### config.mk
export PLATFORM = sky130hd
export DESIGN_NAME = fdtf_core
export DESIGN_NICKNAME = d
export VERILOG_FILES = /design/src/fdtf_pkg.sv /design/src/fdtf_core.sv /design/src/fdtf_fifo.sv
export VERILOG_INCLUDE_DIRS = /design/src
export SDC_FILE = /design/constraint.sdc
export NUM_CORES = 1
export LEC_CHECK = 0
export ABC_CLOCK_PERIOD_IN_PS = 3800
export BUFFER_PORTS_ARGS = -buffer_cell sky130_fd_sc_hd__buf_2
export CAP_MARGIN = 40
export CORE_MARGIN = 2
export CORE_UTILIZATION = 35
export CTS_BUF_LIST = sky130_fd_sc_hd__clkbuf_2 sky130_fd_sc_hd__clkbuf_4 sky130_fd_sc_hd__clkbuf_8
export DETAILED_ROUTE_END_ITERATION = 10
export PLACE_DENSITY_LB_ADDON = 0.1
export SYNTH_ARGS = -nofsm -noshare
export SYNTH_HDL_FRONTEND = slang
export SYNTH_SLANG_ARGS = --single-unit
### constraint.sdc
create_clock -name ref_clk_i -period 3.8 [get_ports ref_clk_i]
set_input_delay 0.19 -clock ref_clk_i [delete_from_list [all_inputs] [get_ports ref_clk_i]]
set_output_delay 0.19 -clock ref_clk_i [all_outputs]
set_load 0.05 [all_outputs]
### src/fdtf_map.svh
`ifndef FDTF_MAP_SVH
`define FDTF_MAP_SVH
// Task file register indices (low three address bits)
`define FDTF_REG_DATA      3'h0
`define FDTF_REG_ERROR     3'h1
`define FDTF_REG_SECCNT    3'h2
`define FDTF_REG_SECNUM    3'h3
`define FDTF_REG_CYLLO     3'h4
`define FDTF_REG_CYLHI     3'h5
`define FDTF_REG_DRVHEAD   3'h6
`define FDTF_REG_STATCMD   3'h7
// Status bit positions
`define FDTF_ST_BUSY       7
`define FDTF_ST_READY      6
`define FDTF_ST_WFAULT     5
`define FDTF_ST_SEEKDONE   4
`define FDTF_ST_BSR        3
`define FDTF_ST_CORR       2
`define FDTF_ST_INDEX      1
`define FDTF_ST_ERR        0
// Error bit positions
`define FDTF_ER_TRK0       1
`define FDTF_ER_ABORT      2
`define FDTF_ER_IDNF       4
`define FDTF_ER_ECC        6
`define FDTF_ER_BADBLK     7
// Drive/head fields
`define FDTF_DH_DRIVE      4
`define FDTF_DH_HEAD_HI    3
`define FDTF_DH_RESET      8'ha0
// Opcode upper nibbles, six and seven bit prefixes, and full codes
`define FDTF_OP_RESTORE    4'h1
`define FDTF_OP_SEEK       4'h7
`define FDTF_OP_READ       6'h08
`define FDTF_OP_WRITE      6'h0c
`define FDTF_OP_FORMAT     8'h50
`define FDTF_OP_VERIFY     7'h20
`define FDTF_OP_DIAG       8'h88
`define FDTF_OP_SETPAR     8'h91
// Step rate: code 0 is 3.5 ms, code n is n * 0.5 ms
`define FDTF_STEP_UNIT_US  500
`define FDTF_STEP_ZERO_US  3500
`define FDTF_STEP_SLOWEST  4'hf
`define FDTF_CLK_MHZ       200
`define FDTF_MAX_STEPS     10'h3ff
`define FDTF_SECTOR_WORDS  9'h100
`define FDTF_ECC_BYTES     3'h4
`define FDTF_FMT_GOOD      8'h00
`define FDTF_FMT_BAD       8'h80
`define FDTF_DIAG_OK       8'h01
`endif

### src/fdtf_pkg.sv
package fdtf_pkg;
  // Drive side status inputs, synchronised inside the core
  typedef struct packed {
    logic ready;
    logic wfault;
    logic seekdone;
    logic track0;
    logic index;
  } fdtf_drv_t;
  // Sector media events from the read channel
  typedef struct packed {
    logic done;
    logic corrected;
    logic uncorrectable;
    logic idnf;
    logic badblk;
  } fdtf_media_t;
  // Command engine states
  typedef enum logic [7:0] {
    FDTF_IDLE  = 8'h01,
    FDTF_STEP  = 8'h02,
    FDTF_SWAIT = 8'h04,
    FDTF_XFER  = 8'h08,
    FDTF_MEDIA = 8'h10,
    FDTF_ECCB  = 8'h20,
    FDTF_DONE  = 8'h40,
    FDTF_HOLD  = 8'h80
  } fdtf_state_t;
endpackage

### src/fdtf_core.sv
`timescale 1ns/10ps
`include "fdtf_map.svh"
module fdtf_core #(
  parameter int CLK_MHZ = `FDTF_CLK_MHZ,
  parameter int FIFO_DEPTH = 32,
  parameter int STEP_UNIT_US = `FDTF_STEP_UNIT_US
) (
  // Clock and reset
  input  wire logic                ref_clk_i,
  input  wire logic                rst_n_i,
  // Task file port
  input  wire logic [2:0]          tf_addr_i,
  input  wire logic                tf_rd_i,
  input  wire logic                tf_wr_i,
  input  wire logic [15:0]         tf_wdata_i,
  output logic [15:0]              tf_rdata_o,
  // Fixed disk control register, head select 3 enable
  input  wire logic                head_hi_en_i,
  // Drive status pins (asynchronous)
  input  wire fdtf_pkg::fdtf_drv_t drv_i,
  // Media channel events
  input  wire fdtf_pkg::fdtf_media_t media_i,
  // Sector stream toward the media
  output logic                     wr_valid_o,
  input  wire logic                wr_ready_i,
  output logic [15:0]              wr_data_o,
  // Drive controls
  output logic                     step_o,
  output logic                     drive_sel_o,
  output logic [3:0]               head_o,
  output logic                     irq14_o
);
  localparam int UNIT_CYC = STEP_UNIT_US * CLK_MHZ;
  localparam int STEP_ZERO_CYC = `FDTF_STEP_ZERO_US * CLK_MHZ;

  typedef struct packed {
    logic [2:0][4:0]          sync;
    logic [7:0]               drvhead;
    logic [7:0]               seccnt;
    logic [7:0]               error;
    logic [7:0]               opcode;
    logic                     busy;
    logic                     bsr;
    logic                     err;
    logic                     corr;
    logic                     irq;
    logic [3:0]               rate;
    logic [9:0]               steps;
    logic [22:0]              timer;
    logic [8:0]               words;
    logic [2:0]               eccb;
    logic                     first;
    logic                     step;
    logic [15:0]              rdata;
    logic [4:0]               drvhold;
    logic [3:0]               head;
    fdtf_pkg::fdtf_state_t    state;
  } fdtf_st_t;
  fdtf_st_t s_q, s_d;

  logic                       f_valid, f_ready, f_in_ready;
  logic [15:0]                f_data;
  fdtf_pkg::fdtf_drv_t        drv_s;

  // Step period in clock cycles for a rate code
  function automatic logic [22:0] step_cycles(input logic [3:0] code);
    if (code == 4'h0) begin
      step_cycles = 23'(STEP_ZERO_CYC);
    end else begin
      step_cycles = 23'(UNIT_CYC * int'(code));
    end
  endfunction

  // Sectors to move, zero meaning 256
  function automatic logic [8:0] sectors(input logic [7:0] cnt);
    sectors = (cnt == 8'h00) ? 9'h100 : {1'b0, cnt};
  endfunction

  // Drive pins after three flops, change counted when last two agree
  assign drv_s = (s_q.sync[1] == s_q.sync[2]) ? fdtf_pkg::fdtf_drv_t'(s_q.sync[2])
                                               : fdtf_pkg::fdtf_drv_t'(s_q.drvhold);

  logic drive_ok;
  assign drive_ok = drv_s.ready && drv_s.seekdone && !drv_s.wfault;

  // Write data buffer between host and media
  fdtf_fifo #(.WIDTH(16), .DEPTH(FIFO_DEPTH)) u_fifo (
    .ref_clk_i   (ref_clk_i),
    .rst_n_i     (rst_n_i),
    .flush_i     (s_q.state == fdtf_pkg::FDTF_IDLE),
    .in_valid_i  (f_valid),
    .in_ready_o  (f_in_ready),
    .in_data_i   (tf_wdata_i),
    .out_valid_o (wr_valid_o),
    .out_ready_i (f_ready),
    .out_data_o  (f_data)
  );
  assign f_ready = wr_ready_i;
  assign wr_data_o = f_data;
  assign f_valid = tf_wr_i && (tf_addr_i == `FDTF_REG_DATA) && s_q.bsr && s_q.opcode[4];

  // Status byte
  logic [7:0] status;
  always_comb begin
    status = 8'h00;
    status[`FDTF_ST_BUSY] = s_q.busy;
    status[`FDTF_ST_READY] = drv_s.ready;
    status[`FDTF_ST_WFAULT] = drv_s.wfault;
    status[`FDTF_ST_SEEKDONE] = drv_s.seekdone;
    status[`FDTF_ST_BSR] = s_q.bsr;
    status[`FDTF_ST_CORR] = s_q.corr;
    status[`FDTF_ST_INDEX] = drv_s.index;
    status[`FDTF_ST_ERR] = s_q.err;
  end

  // Command engine, registers and read mux
  always_comb begin
    logic cmd_wr;
    logic halt;
    cmd_wr = tf_wr_i && (tf_addr_i == `FDTF_REG_STATCMD);
    halt = 1'b0;
    s_d = s_q;
    s_d.sync = {s_q.sync[1:0], 5'(drv_i)};
    // Last agreed drive pin value, held while the last two flops disagree
    if (s_q.sync[1] == s_q.sync[2]) begin
      s_d.drvhold = s_q.sync[2];
    end
    // Head lines registered; upper heads need control bit 3
    s_d.head = {s_q.drvhead[`FDTF_DH_HEAD_HI] & head_hi_en_i, s_q.drvhead[2:0]};
    s_d.step = 1'b0;
    // Register reads; busy mirrors status everywhere
    s_d.rdata = 16'h0000;
    if (tf_rd_i) begin
      if (s_q.busy) begin
        s_d.rdata = {8'h00, status};
      end else begin
        unique case (tf_addr_i)
          `FDTF_REG_ERROR:   s_d.rdata = {8'h00, s_q.error};
          `FDTF_REG_SECCNT:  s_d.rdata = {8'h00, s_q.seccnt};
          `FDTF_REG_DRVHEAD: s_d.rdata = {8'h00, s_q.drvhead};
          `FDTF_REG_STATCMD: s_d.rdata = {8'h00, status};
          default:           s_d.rdata = 16'h0000;
        endcase
      end
      if (tf_addr_i == `FDTF_REG_STATCMD) begin
        s_d.irq = 1'b0;
      end
    end
    // Any command write drops the interrupt, unless a completion in the same cycle raises it
    if (cmd_wr) begin
      s_d.irq = 1'b0;
    end
    // Task file writes accepted while not busy
    if (tf_wr_i && !s_q.busy) begin
      if (tf_addr_i == `FDTF_REG_SECCNT) begin
        s_d.seccnt = tf_wdata_i[7:0];
      end
      if (tf_addr_i == `FDTF_REG_DRVHEAD) begin
        s_d.drvhead = tf_wdata_i[7:0];
      end
    end
    unique case (s_q.state)
      fdtf_pkg::FDTF_IDLE: begin
        if (cmd_wr && !s_q.busy) begin
          s_d.irq = 1'b0;
          s_d.bsr = 1'b0;
          s_d.err = 1'b0;
          s_d.corr = 1'b0;
          s_d.error = 8'h00;
          s_d.opcode = tf_wdata_i[7:0];
          s_d.busy = 1'b1;
          s_d.steps = '0;
          s_d.words = '0;
          s_d.first = 1'b1;
          s_d.timer = '0;
          s_d.state = fdtf_pkg::FDTF_DONE;
          if (!drive_ok) begin
            s_d.error[`FDTF_ER_ABORT] = 1'b1;
          end else if (tf_wdata_i[7:4] == `FDTF_OP_RESTORE || tf_wdata_i[7:4] == `FDTF_OP_SEEK) begin
            s_d.rate = tf_wdata_i[3:0];
            s_d.state = fdtf_pkg::FDTF_STEP;
          end else if (tf_wdata_i[7:2] == `FDTF_OP_READ || tf_wdata_i[7:2] == `FDTF_OP_WRITE
                       || tf_wdata_i[7:1] == `FDTF_OP_VERIFY) begin
            s_d.words = sectors(s_q.seccnt);
            s_d.state = fdtf_pkg::FDTF_MEDIA;
            if (tf_wdata_i[4] && tf_wdata_i[7:2] == `FDTF_OP_WRITE) begin
              s_d.bsr = 1'b1;
              s_d.state = fdtf_pkg::FDTF_XFER;
            end
          end else if (tf_wdata_i[7:0] == `FDTF_OP_FORMAT) begin
            s_d.words = `FDTF_SECTOR_WORDS;
            s_d.bsr = 1'b1;
            s_d.state = fdtf_pkg::FDTF_XFER;
          end else if (tf_wdata_i[7:0] == `FDTF_OP_DIAG) begin
            s_d.rate = `FDTF_STEP_SLOWEST;
            s_d.error = `FDTF_DIAG_OK;
          end else if (tf_wdata_i[7:0] != `FDTF_OP_SETPAR) begin
            s_d.error[`FDTF_ER_ABORT] = 1'b1;
          end
        end
      end
      fdtf_pkg::FDTF_STEP: begin
        // Restore steps until track zero, once per rate period; seek steps once, then waits one rate period
        if (s_q.opcode[7:4] == `FDTF_OP_RESTORE && drv_s.track0) begin
          s_d.state = fdtf_pkg::FDTF_DONE;
        end else if (s_q.steps == `FDTF_MAX_STEPS) begin
          s_d.error[`FDTF_ER_TRK0] = 1'b1;
          s_d.state = fdtf_pkg::FDTF_DONE;
        end else if (drv_s.seekdone) begin
          s_d.step = 1'b1;
          s_d.steps = s_q.steps + 10'h001;
          s_d.timer = step_cycles(s_q.rate);
          s_d.state = fdtf_pkg::FDTF_SWAIT;
        end
      end
      fdtf_pkg::FDTF_SWAIT: begin
        if (s_q.timer != '0) begin
          s_d.timer = s_q.timer - 23'h000001;
        end else if (s_q.opcode[7:4] == `FDTF_OP_SEEK) begin
          s_d.state = fdtf_pkg::FDTF_DONE;
        end else begin
          s_d.state = fdtf_pkg::FDTF_STEP;
        end
      end
      fdtf_pkg::FDTF_MEDIA: begin
        // Wait for a sector from the media channel
        if (!drive_ok) begin
          halt = 1'b1;
        end else if (media_i.done) begin
          s_d.corr = s_q.corr | media_i.corrected;
          s_d.error[`FDTF_ER_IDNF] = media_i.idnf;
          s_d.error[`FDTF_ER_BADBLK] = media_i.badblk;
          s_d.error[`FDTF_ER_ECC] = media_i.uncorrectable && !s_q.opcode[1];
          s_d.words = s_q.words - 9'h001;
          if (media_i.idnf || media_i.badblk) begin
            halt = 1'b1;
          end else if (s_q.opcode[7:2] == `FDTF_OP_READ) begin
            s_d.bsr = 1'b1;
            s_d.irq = 1'b1;
            s_d.busy = 1'b0;
            s_d.eccb = s_q.opcode[1] ? `FDTF_ECC_BYTES : 3'h0;
            s_d.state = fdtf_pkg::FDTF_HOLD;
          end else if (s_q.words == 9'h001 || s_q.opcode == `FDTF_OP_FORMAT) begin
            s_d.state = fdtf_pkg::FDTF_DONE;
          end else if (s_q.opcode[7:2] == `FDTF_OP_WRITE) begin
            s_d.bsr = 1'b1;
            s_d.irq = 1'b1;
            s_d.state = fdtf_pkg::FDTF_XFER;
          end
        end
      end
      fdtf_pkg::FDTF_XFER: begin
        // Host loads one sector (or the format table) into the buffer
        s_d.busy = 1'b0;
        if (f_valid && f_in_ready) begin
          s_d.timer = s_q.timer + 23'h000001;
          if (s_q.timer[7:0] == 8'hff) begin
            s_d.bsr = 1'b0;
            s_d.busy = 1'b1;
            s_d.timer = '0;
            s_d.state = fdtf_pkg::FDTF_MEDIA; // buffer is flushed at idle even if the table has not drained
          end
        end
      end
      fdtf_pkg::FDTF_HOLD: begin
        // Read sector waits for the host to empty it
        if (tf_rd_i && tf_addr_i == `FDTF_REG_DATA) begin
          s_d.timer = s_q.timer + 23'h000001;
          if (s_q.timer[7:0] == 8'hff) begin
            s_d.timer = '0;
            s_d.bsr = 1'b0;
            s_d.busy = 1'b1;
            if (s_q.error[`FDTF_ER_ECC] || s_q.words == 9'h000) begin
              s_d.busy = 1'b0;
              s_d.err = s_q.error[`FDTF_ER_ECC];
              s_d.state = fdtf_pkg::FDTF_IDLE;
            end else begin
              s_d.state = fdtf_pkg::FDTF_MEDIA;
            end
          end
        end
      end
      fdtf_pkg::FDTF_ECCB: begin
        s_d.state = fdtf_pkg::FDTF_DONE;
      end
      fdtf_pkg::FDTF_DONE: begin
        s_d.busy = 1'b0;
        s_d.irq = 1'b1;
        s_d.err = (s_q.error != 8'h00) && (s_q.opcode != `FDTF_OP_DIAG)
                  && (s_q.opcode != `FDTF_OP_FORMAT);
        s_d.state = fdtf_pkg::FDTF_IDLE;
      end
      default: s_d.state = fdtf_pkg::FDTF_IDLE;
    endcase
    if (halt) begin
      s_d.error[`FDTF_ER_ABORT] = !drive_ok;
      s_d.state = fdtf_pkg::FDTF_DONE;
    end
  end

  // State register; stepping rate starts slowest
  always_ff @(posedge ref_clk_i or negedge rst_n_i) begin
    if (!rst_n_i) begin
      s_q <= '0;
      s_q.drvhead <= `FDTF_DH_RESET;
      s_q.rate <= `FDTF_STEP_SLOWEST;
      s_q.error <= `FDTF_DIAG_OK;
      s_q.state <= fdtf_pkg::FDTF_IDLE;
    end else begin
      s_q <= s_d;
    end
  end

  // Outputs from flops
  assign tf_rdata_o  = s_q.rdata;
  assign step_o      = s_q.step;
  assign irq14_o     = s_q.irq;
  assign drive_sel_o = s_q.drvhead[`FDTF_DH_DRIVE];
  assign head_o      = s_q.head;
endmodule

### src/fdtf_fifo.sv
`timescale 1ns/10ps
module fdtf_fifo #(
  parameter int WIDTH = 16,
  parameter int DEPTH = 32
) (
  // Clock and reset
  input  wire logic             ref_clk_i,
  input  wire logic             rst_n_i,
  input  wire logic             flush_i,
  // Fill side
  input  wire logic             in_valid_i,
  output logic                  in_ready_o,
  input  wire logic [WIDTH-1:0] in_data_i,
  // Drain side
  output logic                  out_valid_o,
  input  wire logic             out_ready_i,
  output logic [WIDTH-1:0]      out_data_o
);
  localparam int AW = $clog2(DEPTH);
  typedef struct packed {
    logic [DEPTH-1:0][WIDTH-1:0] mem;
    logic [AW-1:0]               wp;
    logic [AW-1:0]               rp;
    logic [AW:0]                 cnt;
    logic                        valid;
  } fdtf_fifo_st_t;
  fdtf_fifo_st_t s_q, s_d;
  logic push, pop;

  // Flags straight from the count
  assign in_ready_o  = (s_q.cnt != (AW+1)'(DEPTH));
  assign out_valid_o = s_q.valid;
  assign out_data_o  = s_q.mem[s_q.rp];
  assign push = in_valid_i && in_ready_o;
  assign pop  = out_valid_o && out_ready_i;

  // Pointer and storage update
  always_comb begin
    s_d = s_q;
    if (push) begin
      s_d.mem[s_q.wp] = in_data_i;
      s_d.wp = s_q.wp + 1'b1;
    end
    if (pop) begin
      s_d.rp = s_q.rp + 1'b1;
    end
    s_d.cnt = s_q.cnt + (AW+1)'(push) - (AW+1)'(pop);
    if (flush_i) begin
      s_d.wp  = '0;
      s_d.rp  = '0;
      s_d.cnt = '0;
    end
    s_d.valid = (s_d.cnt != '0);
  end

  // State register
  always_ff @(posedge ref_clk_i or negedge rst_n_i) begin
    if (!rst_n_i) begin
      s_q <= '0;
    end else begin
      s_q <= s_d;
    end
  end
endmodule

==> out/qor.txt <==
Worst setup margin: 160 ps
Pleak: 17.1 nW
Mean routed wirelength per cell: 23.8 microns
Clock Latency Late Sink: 760 ps
DIE AREA: 93,300 sq um
Detail Placement HPWL: 56.4 mm
Final Core Density: 0.407
Rel. slew slack: 0.361
Number of global-route vias before repair: 21,200
Final setup vio count: 0
Switching part of the total power: 0.237
DP Worst Slack: 526 ps
Cells after DPL: 3,433
Worst hold slack: 57.8 ps
Crit Path Category: reg -> out
Yosys top cell by area: dfrtp_1
Die W: 305 microns
EDFF count, synth: 0
Yosys reg bits: 650
Synth top area cells: dfrtp_1 51%, mux2_2 20%, mux4_2 11%, ha_1 1.6%, clkbuf_1 1.5%
Final Instance Count excl. Fillers: 3,676
Initial antenna violation count: 1
Max VDD drop: 0.000270 V
Gate power share: 0.037
Final Hold Violating Endpoints: 0
Ys Warns: 0
Row count: 110
Crit share post-route: 0.958
Vert. Die Dim: 305 microns
Register area share after synthesis: 0.512
Residual DRC: 0
Sequential Power Share: 0.471
Grt ovf: 0
Share of cells above drive strength 1: 0.452
Post-synth top area share: 0.505
WP data arrival: 3450 ps
Run status: complete, no violations
Critical path peak fanout: 52
Synth Area per Inst: 13.8 sq um
Top FF cell, synth: dfrtp_1
CP Data Required Time: 3610 ps
Max_cap viols: 0
GRT Overall Usage: 0.189
PortBufs: 66
Layout area overhead: 15.1%
Final WL: 87.4 mm
Max-slew violations: 0
Net Sw Power: 3.53 mW
Worst Hold Class: in -> reg
Highest clock rate: 0.275 GHz
Worst Max-Slew Pin Slew: 958 ps
CTS H-tree depth: 3
RePlAce Congestion: 0.811
Most common library cells after synthesis: 642 x dfrtp_1, 561 x mux2_2, 160 x mux4_2
Post-Syn Instances: 2,310
DR vias: 19,900
Cts bufs inserted: 116
Detail Route Antenna Nets: 0
Skew final: 33.3 ps
First-pass GRT wire length: 134 mm
Most frequent cell after synthesis: dfrtp_1
Initial Util: 0.353
Vias per cell: 5.41
Core area: 90,000 sq um
Drt pass-1 iters: 5
Filler cell count: 8,476
I/O pin total: 75
Clock power share: 0.492
Synthesized cell area: 31,800 sq um
Crit. End Element: output pin
Clock Path Buffers: 3
Crit start category: flip-flop
Initial drt markers: 1,138
Async SR Flop Fraction: 1.00
Largest net degree at the start of global routing: 98
Clk root buf: clkbuf_8
Final min period: 3640 ps
Netlist cell types: 85
Pint: 11.3 mW
Power Total: 14.9 mW
CTS tree: yes
Worst-path clk slew: 60 ps
Clock Sinks: 650
Final net count: 2,470
Pwr dens: 406 nW/um^2
placed cells by master (no fill, tap or decap), types with 10 or more instances in the layout:
master and instances:
clkinv_2 18, mux2i_1 15, dfrtp_1 638, buf_12 21, dlygate4sd3_1 19, nor2_2 15, xnor2_1 20, buf_2 65
clkbuf_8 165, a22o_1 10, clkbuf_4 31, nor3_1 22, mux2_2 561, xor2_1 17, nor2_1 68, and3_1 11
buf_4 49, nor2b_1 14, inv_1 31, ha_1 40, nand3_1 37, nand4_1 18, nand2_1 97, and2_1 14
o2bb2ai_1 10, nor4_1 12, mux4_2 160, a21oi_1 51, a31oi_1 14, o21ai_0 62
power by group through the flow:
stage                     clock network [mW]  registers [mW]  logic (mW)
after floorplan                            0            7.11       0.259
after global placement                     0            7.12       0.530
after detailed placement                   0            7.12       0.553
after CTS                               7.54            7.00       0.571
after global routing                    7.87            7.00       0.614
final                                   7.31            7.00       0.551
critical path: stages (launching register included):
cell and delay, ps:
dfrtp_4 530, buf_16 390, mux4_2 600, mux4_2 560
mux2_2 320, buf_2 220
registers in the layout, summed over array words and instances, names as in the netlist:
signal and cells:
irq14_o 1, head_o 4, u_fifo.s_q 528, step_o 1, s_q 93, tf_rdata_o 8, u_fifo.out_valid_o 1, drive_sel_o 1
s_d 13
logic make-up (layout without fill, tap and decap cells):
| family | after synthesis | count (layout) | share of synthesized area |
|---|---|---|---|
| multiplexers | 736 | 736 | 0.317 |
| flip-flops | 650 | 650 | 0.512 |
| AND/OR/NAND/NOR | 366 | 366 | 0.0609 |
| AO/OA/AOI/OAI | 246 | 246 | 0.0519 |
| buffers and inverters | 233 | 413 | 0.0321 |
| adder cells (fa/ha/maj) | 41 | 41 | 0.0164 |
| XOR/XNOR | 37 | 37 | 0.0102 |
| other | 1 | 11 | 0.000118 |
final cells by class:
type                       count  area (sq um)  share of cell area
tap                         1176          1470              0.0402
inverter                      31           116             0.00318
timing repair buffer         161          1480              0.0405
sequential                   650         16300               0.445
antenna                        3          7.51            0.000205
clock buffer                 196          2500              0.0684
clock inverter                25           199             0.00543
multi-input combinational   1434         14500               0.397
timing repair:
action	CTS	global route
gates resized for setup	0	1
hold buffers	19	0
setup endpoints to repair	0	2
buffers inserted	0	0
hold endpoints to repair	141	0
through the flow:
stage	setup TNS, ps	cell area, sq um
after floorplan	0	31800
after global placement	0	33500
after detailed placement	0	33700
after CTS	0	36600
after global routing	-0.157	36600
final	0	36600
metal layers:
| metal | vias up | wire length (microns) | global-route usage |
|---|---|---|---|
| li1 | 8773 | - | - |
| met1 | 10600 | 39100 | 0.252 |
| met2 | 398 | 43400 | 0.321 |
| met3 | 116 | 2940 | 0.0303 |
| met4 | 0 | 1890 | 0.0486 |
| met5 | - | 0 | 0 |
path summary, 6_finish.rpt:
path	end	cells past startpoint	slack (ps)	from
setup / recovery	wr_data_o[12]	5	160	u_fifo.s_q[7]$_DFFE_PN0P_
hold / removal	u_fifo.s_q[7]$_DFFE_PN0P_	4	60	wr_ready_i
setup reg to reg	s_q[67]$_DFFE_PN0P_	12	500	s_q[81]$_DFFE_PN1P_
hold reg to reg	s_d[133]$_DFF_PN0_	0	350	s_d[128]$_DFF_PN0_
max in group asynchronous	step_o$_DFF_PN0_	3	2510	rst_n_i
min in group asynchronous	head_o[3]$_DFF_PN0_	2	90	rst_n_i
(Power assumes the default switching activity.)
